===== src/logic/isf_defines.svh =====
// register offsets, bit positions and reset values of the status block
`ifndef ISF_DEFINES_SVH
`define ISF_DEFINES_SVH

`define ISF_OFF_CTRL_ONE 8'h00
`define ISF_OFF_CTRL_TWO 8'h04
`define ISF_OFF_DATA 8'h10
`define ISF_OFF_STAT_ONE 8'h14
`define ISF_OFF_STAT_TWO 8'h18

`define ISF_BIT_START 0
`define ISF_BIT_MATCH 1
`define ISF_BIT_BYTE_DONE 2
`define ISF_BIT_TEN_HDR 3
`define ISF_BIT_STOP 4
`define ISF_BIT_RX_FULL 6
`define ISF_BIT_TX_EMPTY 7
`define ISF_BIT_BUS_ERR 8
`define ISF_BIT_ARB_LOST 9
`define ISF_BIT_ACK_FAIL 10
`define ISF_BIT_OVERRUN 11
`define ISF_BIT_PEC_ERR 12

`define ISF_CR1_MODULE_ON 0
`define ISF_CR1_ACK_EN 10
`define ISF_CR1_STRETCH_DIS 7
`define ISF_CR2_ERR_IRQ 8
`define ISF_CR2_BUF_IRQ 10

`define ISF_RST_WORD 16'h0000
`define ISF_RST_BYTE 8'h00
`define ISF_RST_FLAG 1'b0

`endif


===== src/logic/isf_pkg.sv =====
// types shared by the status-flag block
package isf_pkg;
    typedef enum logic [2:0] {
        ISF_ACC_IDLE = 3'b001,
        ISF_ACC_SR1 = 3'b010,
        ISF_ACC_SR1_SR2 = 3'b100
    } isf_seq_t;
endpackage : isf_pkg


===== src/logic/isf_status_flags.sv =====
// status register one of an i2c controller with its set and clear logic
`timescale 1ns/1ps
`include "isf_defines.svh"

module isf_status_flags (
    input wire logic sys_clk,
    input wire logic reset,
    input wire logic [7:0] reg_addr,
    input wire logic [15:0] reg_wdata,
    input wire logic reg_write,
    input wire logic reg_read,
    output logic [15:0] reg_rdata,
    input wire logic ev_start_sent,
    input wire logic ev_addr_done,
    input wire logic ev_ten_hdr_sent,
    input wire logic ev_stop_seen,
    input wire logic ev_start_or_stop,
    input wire logic ev_byte_rx,
    input wire logic [7:0] rx_byte,
    input wire logic ev_byte_tx,
    input wire logic ev_nack_rx,
    input wire logic ev_arb_lost,
    input wire logic ev_bus_error,
    input wire logic ev_pec_bad,
    input wire logic is_master,
    input wire logic [15:0] status_two_in,
    output logic [7:0] tx_byte,
    output logic send_nak,
    output logic module_on,
    output logic stretch_disable,
    output logic err_irq,
    output logic evt_irq
);
    import isf_pkg::*;

    logic [15:0] ctrl_one;
    logic [15:0] ctrl_two;
    logic [7:0] data_reg;
    logic start_sent_flag;
    logic station_match_flag;
    logic byte_done_flag;
    logic ten_bit_header_flag;
    logic stop_seen_flag;
    logic rx_full_flag;
    logic tx_empty_flag;
    logic bus_error_flag;
    logic arb_lost_flag;
    logic ack_fail_flag;
    logic overrun_flag;
    logic pec_mismatch_flag;
    isf_seq_t seq;
    isf_seq_t next_seq;
    logic [15:0] next_rdata;
    logic [15:0] status_one;
    logic any_access;
    logic flags_off;
    logic clr_bus_err;
    logic clr_arb_lost;
    logic clr_ack_fail;
    logic clr_overrun;
    logic clr_pec;
    logic clr_match;
    logic clr_start;
    logic clr_ten_hdr;
    logic clr_stop;
    logic clr_rx_full;
    logic clr_tx_empty;
    logic set_start;
    logic set_ten_hdr;
    logic set_stop;
    logic set_tx_empty;
    logic next_bus_error;
    logic next_arb_lost;
    logic next_ack_fail;
    logic next_overrun;
    logic next_pec_mismatch;
    logic next_station_match;
    logic next_start_sent;
    logic next_ten_bit_header;
    logic next_stop_seen;
    logic next_byte_done;
    logic next_rx_full;
    logic next_tx_empty;

    // set beats clear, so an event landing with a clear is never lost
    function automatic logic hold_flag(input logic flag, input logic ev_in,
                                       input logic clr_in);
        hold_flag = ev_in | (flag & ~clr_in);
    endfunction : hold_flag

    // a status-one write clears a bit only where that bit is written 0
    function automatic logic zero_write(input logic wr, input logic wbit);
        zero_write = wr & ~wbit;
    endfunction : zero_write

    wire sel_c1 = reg_addr == `ISF_OFF_CTRL_ONE;
    wire sel_c2 = reg_addr == `ISF_OFF_CTRL_TWO;
    wire sel_dr = reg_addr == `ISF_OFF_DATA;
    wire sel_s1 = reg_addr == `ISF_OFF_STAT_ONE;
    wire sel_s2 = reg_addr == `ISF_OFF_STAT_TWO;
    wire wr_c1 = reg_write & sel_c1;
    wire wr_c2 = reg_write & sel_c2;
    wire wr_dr = reg_write & sel_dr;
    wire rd_dr = reg_read & sel_dr;
    wire wr_s1 = reg_write & sel_s1;
    wire rd_s1 = reg_read & sel_s1;
    wire rd_s2 = reg_read & sel_s2;
    wire after_s1 = seq == ISF_ACC_SR1;
    wire ack_en = ctrl_one[`ISF_CR1_ACK_EN];

    assign module_on = ctrl_one[`ISF_CR1_MODULE_ON];
    assign stretch_disable = ctrl_one[`ISF_CR1_STRETCH_DIS];
    assign send_nak = pec_mismatch_flag;
    // unread data blocks a received byte only when stretching is off
    wire rx_drop = stretch_disable & ev_byte_rx & rx_full_flag;
    wire tx_under = stretch_disable & ev_byte_tx & tx_empty_flag;
    wire set_ovr = module_on & (rx_drop | tx_under);
    wire set_btf = module_on & ~stretch_disable &
                   ((ev_byte_tx & tx_empty_flag) |
                    (ev_byte_rx & rx_full_flag));
    wire rx_take = module_on & ev_byte_rx & ~rx_drop;
    wire clr_btf = (after_s1 & (rd_dr | wr_dr)) | ev_start_or_stop;

    // reserved bits stay zero from the default word
    always_comb begin
        status_one = `ISF_RST_WORD;
        status_one[`ISF_BIT_START] = start_sent_flag;
        status_one[`ISF_BIT_MATCH] = station_match_flag;
        status_one[`ISF_BIT_BYTE_DONE] = byte_done_flag;
        status_one[`ISF_BIT_TEN_HDR] = ten_bit_header_flag;
        status_one[`ISF_BIT_STOP] = stop_seen_flag;
        status_one[`ISF_BIT_RX_FULL] = rx_full_flag;
        status_one[`ISF_BIT_TX_EMPTY] = tx_empty_flag;
        status_one[`ISF_BIT_BUS_ERR] = bus_error_flag;
        status_one[`ISF_BIT_ARB_LOST] = arb_lost_flag;
        status_one[`ISF_BIT_ACK_FAIL] = ack_fail_flag;
        status_one[`ISF_BIT_OVERRUN] = overrun_flag;
        status_one[`ISF_BIT_PEC_ERR] = pec_mismatch_flag;
    end

    // read-then-access tracker; any other access breaks the sequence
    assign any_access = reg_read | reg_write;

    always_comb begin
        next_seq = seq;
        unique case (seq)
            ISF_ACC_IDLE: begin
                if (rd_s1) begin
                    next_seq = ISF_ACC_SR1;
                end
            end
            ISF_ACC_SR1: begin
                if (rd_s1) begin
                    next_seq = ISF_ACC_SR1;
                end else if (any_access) begin
                    next_seq = ISF_ACC_IDLE;
                end
            end
            ISF_ACC_SR1_SR2: begin
                next_seq = rd_s1 ? ISF_ACC_SR1 : ISF_ACC_IDLE;
            end
        endcase
    end

    assign next_rdata = sel_c1 ? ctrl_one :
                        sel_c2 ? ctrl_two :
                        sel_dr ? {8'h00, data_reg} :
                        sel_s1 ? status_one :
                        sel_s2 ? status_two_in : `ISF_RST_WORD;

    assign tx_byte = data_reg;
    assign err_irq = ctrl_two[`ISF_CR2_ERR_IRQ] & (bus_error_flag |
        arb_lost_flag | ack_fail_flag | overrun_flag |
        pec_mismatch_flag);
    assign evt_irq = ctrl_two[`ISF_CR2_BUF_IRQ] &
        (tx_empty_flag | rx_full_flag);

    always_ff @(posedge sys_clk) begin
        if (reset) begin
            reg_rdata <= `ISF_RST_WORD;
        end else begin
            // idle cycles read as zero so stale data never lingers
            reg_rdata <= reg_read ? next_rdata : `ISF_RST_WORD;
        end
    end

    always_ff @(posedge sys_clk) begin
        if (reset) begin
            seq <= ISF_ACC_IDLE;
        end else begin
            seq <= next_seq;
        end
    end

    always_ff @(posedge sys_clk) begin
        if (reset) begin
            ctrl_one <= `ISF_RST_WORD;
        end else if (wr_c1) begin
            ctrl_one <= reg_wdata;
        end
    end

    always_ff @(posedge sys_clk) begin
        if (reset) begin
            ctrl_two <= `ISF_RST_WORD;
        end else if (wr_c2) begin
            ctrl_two <= reg_wdata;
        end
    end

    always_ff @(posedge sys_clk) begin
        if (reset) begin
            data_reg <= `ISF_RST_BYTE;
        end else if (wr_dr) begin
            data_reg <= reg_wdata[7:0];
        end else if (rx_take) begin
            data_reg <= rx_byte;
        end
    end

    assign flags_off = reset | ~module_on;

    // clears; the error bits take only a written 0, the match bit also a status-two read right after a status-one read
    assign clr_bus_err = zero_write(wr_s1, reg_wdata[`ISF_BIT_BUS_ERR]);
    assign clr_arb_lost = zero_write(wr_s1, reg_wdata[`ISF_BIT_ARB_LOST]);
    assign clr_ack_fail = zero_write(wr_s1, reg_wdata[`ISF_BIT_ACK_FAIL]);
    assign clr_overrun = zero_write(wr_s1, reg_wdata[`ISF_BIT_OVERRUN]);
    assign clr_pec = zero_write(wr_s1, reg_wdata[`ISF_BIT_PEC_ERR]);
    assign clr_match = zero_write(wr_s1, reg_wdata[`ISF_BIT_MATCH]) |
        (after_s1 & rd_s2);
    assign clr_start = after_s1 & wr_dr;
    assign clr_ten_hdr = after_s1 & wr_dr;
    assign clr_stop = after_s1 & wr_c1;
    assign clr_rx_full = rd_dr | wr_dr;
    assign clr_tx_empty = wr_dr | ev_start_or_stop;

    // master-only and slave-only events are masked here, not upstream
    assign set_start = ev_start_sent & is_master;
    assign set_ten_hdr = ev_ten_hdr_sent & is_master;
    assign set_stop = ev_stop_seen & ~is_master & ack_en;
    // a data write in the same cycle refills the register at once
    assign set_tx_empty = ev_byte_tx & ~wr_dr;

    assign next_bus_error = hold_flag(bus_error_flag, ev_bus_error,
        clr_bus_err);
    assign next_arb_lost = hold_flag(arb_lost_flag, ev_arb_lost,
        clr_arb_lost);
    assign next_ack_fail = hold_flag(ack_fail_flag, ev_nack_rx,
        clr_ack_fail);
    assign next_overrun = hold_flag(overrun_flag, set_ovr,
        clr_overrun);
    assign next_pec_mismatch = hold_flag(pec_mismatch_flag, ev_pec_bad,
        clr_pec);
    // master after last address ack, slave on own match
    assign next_station_match = hold_flag(station_match_flag, ev_addr_done,
        clr_match);
    assign next_start_sent = hold_flag(start_sent_flag, set_start,
        clr_start);
    assign next_ten_bit_header = hold_flag(ten_bit_header_flag, set_ten_hdr,
        clr_ten_hdr);
    assign next_stop_seen = hold_flag(stop_seen_flag, set_stop, clr_stop);
    assign next_byte_done = hold_flag(byte_done_flag, set_btf,
        clr_btf);
    assign next_rx_full = hold_flag(rx_full_flag, rx_take, clr_rx_full);
    assign next_tx_empty = hold_flag(tx_empty_flag, set_tx_empty,
        clr_tx_empty);

    always_ff @(posedge sys_clk) begin
        if (flags_off) begin
            bus_error_flag <= `ISF_RST_FLAG;
        end else begin
            bus_error_flag <= next_bus_error;
        end
    end

    always_ff @(posedge sys_clk) begin
        if (flags_off) begin
            arb_lost_flag <= `ISF_RST_FLAG;
        end else begin
            arb_lost_flag <= next_arb_lost;
        end
    end

    always_ff @(posedge sys_clk) begin
        if (flags_off) begin
            ack_fail_flag <= `ISF_RST_FLAG;
        end else begin
            ack_fail_flag <= next_ack_fail;
        end
    end

    always_ff @(posedge sys_clk) begin
        if (flags_off) begin
            overrun_flag <= `ISF_RST_FLAG;
        end else begin
            overrun_flag <= next_overrun;
        end
    end

    always_ff @(posedge sys_clk) begin
        if (flags_off) begin
            pec_mismatch_flag <= `ISF_RST_FLAG;
        end else begin
            pec_mismatch_flag <= next_pec_mismatch;
        end
    end

    always_ff @(posedge sys_clk) begin
        if (flags_off) begin
            station_match_flag <= `ISF_RST_FLAG;
        end else begin
            station_match_flag <= next_station_match;
        end
    end

    always_ff @(posedge sys_clk) begin
        if (flags_off) begin
            start_sent_flag <= `ISF_RST_FLAG;
        end else begin
            start_sent_flag <= next_start_sent;
        end
    end

    always_ff @(posedge sys_clk) begin
        if (flags_off) begin
            ten_bit_header_flag <= `ISF_RST_FLAG;
        end else begin
            ten_bit_header_flag <= next_ten_bit_header;
        end
    end

    always_ff @(posedge sys_clk) begin
        if (flags_off) begin
            stop_seen_flag <= `ISF_RST_FLAG;
        end else begin
            stop_seen_flag <= next_stop_seen;
        end
    end

    always_ff @(posedge sys_clk) begin
        if (flags_off) begin
            byte_done_flag <= `ISF_RST_FLAG;
        end else begin
            byte_done_flag <= next_byte_done;
        end
    end

    always_ff @(posedge sys_clk) begin
        if (flags_off) begin
            rx_full_flag <= `ISF_RST_FLAG;
        end else begin
            rx_full_flag <= next_rx_full;
        end
    end

    always_ff @(posedge sys_clk) begin
        if (flags_off) begin
            tx_empty_flag <= `ISF_RST_FLAG;
        end else begin
            tx_empty_flag <= next_tx_empty;
        end
    end

endmodule : isf_status_flags


===== config.mk =====
export PLATFORM = sky130hd
export DESIGN_NAME = isf_status_flags
export DESIGN_NICKNAME = d
export VERILOG_FILES = /design/src/logic/isf_pkg.sv /design/src/logic/isf_status_flags.sv
export VERILOG_INCLUDE_DIRS = /design/src /design/src/logic
export SDC_FILE = /design/constraint.sdc
export NUM_CORES = 1
export LEC_CHECK = 0
export BUFFER_PORTS_ARGS = -buffer_cell sky130_fd_sc_hd__buf_4
export CAP_MARGIN = 0
export CORE_ASPECT_RATIO = 2
export CORE_MARGIN = 2
export CORE_UTILIZATION = 30
export DETAILED_ROUTE_END_ITERATION = 16
export PLACE_DENSITY_LB_ADDON = 0.3
export SETUP_SLACK_MARGIN = 0.02
export SLEW_MARGIN = 0
export SYNTH_ARGS = -nofsm -noshare
export SYNTH_HDL_FRONTEND = slang
export SYNTH_SLANG_ARGS = --single-unit

===== constraint.sdc =====
create_clock -name sys_clk -period 4.5 [get_ports sys_clk]
set_input_delay 0.675 -clock sys_clk [delete_from_list [all_inputs] [get_ports sys_clk]]
set_output_delay 0.675 -clock sys_clk [all_outputs]
set_load 0.02 [all_outputs]

==> impl_results.md <==
* Initial antenna violation count at 0
* Routed vias/inst at 5.33
* Count of state elements after synthesis at 70
* CTS H-tree depth at 3
* Leak at 1.62 nW
* Layout cell share with drive strength beyond 1 at 0.254
* Final Hold Violating Endpoints at 0
* Commonest cells after routing, fill and taps aside: buf_4, dfxtp_1, a21oi_1, nand2_1, nand3_1
* Post-route ant nets at 0
* Worst hold margin at 0.457 ns
* Vias in the first global route at 3160
* Largest net degree at the start of global routing at 46
* DR iter-0 viols at 300
* CP max FO at 33
* Synth-to-layout area growth at 33.7%
* Fin crit share at 0.560
* Worst slew margin at 0.411
* Synth Flop Type: dfxtp_1
* Vias at 3251
* P_int at between 0.001 and 0.0015 W
* Global-route wire length before repair at 17.1 mm
* Combinational share of power at 0.078
* Nets at 532
* Clock Skews at between 0.005 and 0.006 ns
* Final setup fails at 0
* Crit start category: primary input
* RSZ-0062 raised after global routing: no
* Share of power burned in registers at 0.407
* Post-Place Cell Area at 0.00398 mm^2
* Flip-flop and latch area at around 0.0014 mm^2
* CTS buffer count at 9
* Slew @ Worst Pin at 0.883 ns
* Setup CP Type: in -> reg
* Mean Syn Cell Area at 8.28 um^2
* Clock sink count at 70
* Commonest non-fill, non-tap cell in the layout: buf_4
* Synth area leaders: dfxtp_1, a21oi_1, nand3_1
* Reg clk slew, reported paths at 0.05 ns
* Peak VDD IR at 200 uV
* Net Sw Frac at 0.214
* Initial Utilization at 0.308
* HP Class: reg -> reg
* Switching pwr at 0.000328 W
* Die Ht at 151 um
* I/O pin count at 93
* Port bufs at 92
* Post-Syn Nets at 454
* Post-CTS Resized at 0
* Wirelength per Cell at between 15 and 20 um
* Cells after Synth at 390
* Cts hold-fix bufs at 0
* Pwr/cell area at 355 mW/mm^2
* Cell area after synthesis at 0.00323 mm^2
* Fraction of registers with async set or reset after synthesis at 0
* Clk Latency, worst-skew pair at 0.34 ns
* Non-Filler Instances at 610
* Fmax at 0.397 GHz
* Synth cell types at 48
* Root buf cell: clkbuf_16
* CP Data Required Time at 4.75 ns
* Status: completed
* Max-cap check violation count at 0
* Postcts setup bufs at 0
* DR DRC count at 0
* Pre-antenna DRT Iters at 5
* CTS tree: yes
* Worst Path Arrival at 2.76 ns
* Multi-input gate area in the final layout at between 0.0015 and 0.002 mm^2
* Row count at between 50 and 60
* Max Slew Vio Count at 0
* Element type at the critical path end: register
* Setup TNS at 0 ns
* Filler cells at 1113
* Antenna cells at 0
* Core outline area at 0.0105 mm^2
* Sequential cell area fraction in the yosys report at 0.434
* CTS Buffer Depth at 2
* Placed cell count at 594
* Post-synth EDFFs at 0
* Die area at 0.0117 mm^2
* Routability Congestion at 0.912
* GRT Total Usage at 0.195
* Non-Filler Cell Area, Final at 0.00432 mm^2
* Period minus WS final at 2.52 ns
* Grt ovf at 0
* Yosys top cell by area: dfxtp_1
* Synth warnings at 0
* Die X at between 70 and 80 um
* Routed WL at 11.3 mm
* Yosys top cell area share at 0.434
* Hpwl dp at around 8.4 mm
* Clock share of power at 0.515
==> through the flow <==
stage	worst slack [ns]	util	total power, W
after floorplan	2.47	-	0.000686
after global placement	1.79	0.380	0.000755
after detailed placement	1.69	0.380	0.000756
after CTS	2.01	0.412	0.00155
after global routing	1.89	0.412	0.00158
final	1.98	0.412	0.00153
==> cell families (layout without fill, tap and decap cells) <==
logic type             after synthesis  count (layout)  share of synthesized area
multiplexers                        10              10                     0.0310
AND/OR/NAND/NOR                    160             160                      0.265
AO/OA/AOI/OAI                      117             117                      0.226
flip-flops                          70              70                      0.434
buffers and inverters               33             116                     0.0442
==> Yosys cell counts, types with 4 or more instances <==
master,instances
buf_2,6
a221oi_1,4
nor2b_1,11
clkbuf_1,18
a22o_1,4
nand2b_1,8
o21ai_0,19
o22ai_1,4
a21oi_1,49
mux2i_1,10
inv_1,7
a211oi_1,12
a32o_1,4
nand2_1,45
nor2_1,28
nand3_1,37
dfxtp_1,70
nor3_1,8
a22oi_1,6
==> routing by layer <==
layer | up-vias | part of all wire | global-route usage
met5 | - | 0 | 0
met4 | 0 | 0.048 | 0.120
met3 | 29 | 0.053 | 0.0348
met2 | 127 | 0.53 | 0.352
met1 | 1524 | 0.37 | 0.207
li1 | 1571 | - | -
==> critical path, stage by stage <==
cell	delay, ns
buf_4	0.29
nor4b_4	0.54
and2_1	0.79
a221oi_1	0.22
nor3_1	0.23
==> sequential cells by signal, indices dropped and copies added, names as in the netlist, 2 cells and up <==
signal / cells
ctrl_one: 16
tx_byte: 8
reg_rdata: 16
seq: 2
ctrl_two: 16
==> power groups by stage <==
stage	Combinational [W]	Sequential [W]	Clock, W
floorplan	0.0000484	0.000638	0
global placement	0.000118	0.000637	0
detailed placement	0.000119	0.000637	0
CTS	0.000119	0.000624	0.000803
global route	0.000128	0.000624	0.000829
finish	0.000120	0.000624	0.000790
==> cell type report <==
class	instances	share of cell area
Clock buffer	13	0.0626
Clock inverter	3	0.0151
Inverter	7	0.00609
Multi-Input combinational cell	287	0.390
Sequential cell	70	0.325
Tap cell	137	0.0397
Timing Repair Buffer	93	0.162
==> final timing paths <==
kind | start | endpoint | slack (ns) | depth (start not counted)
setup / recovery | reg_addr[2] | reg_rdata[14] | 1.98 | 5
hold / removal | ctrl_two[11] | ctrl_two[11] | 0.46 | 2
setup reg to reg | ctrl_one[0] | tx_byte[0] | 3.03 | 5
hold reg to reg | ctrl_two[11] | ctrl_two[11] | 0.46 | 2
No activity file was read; power rests on OpenSTA's default activity.
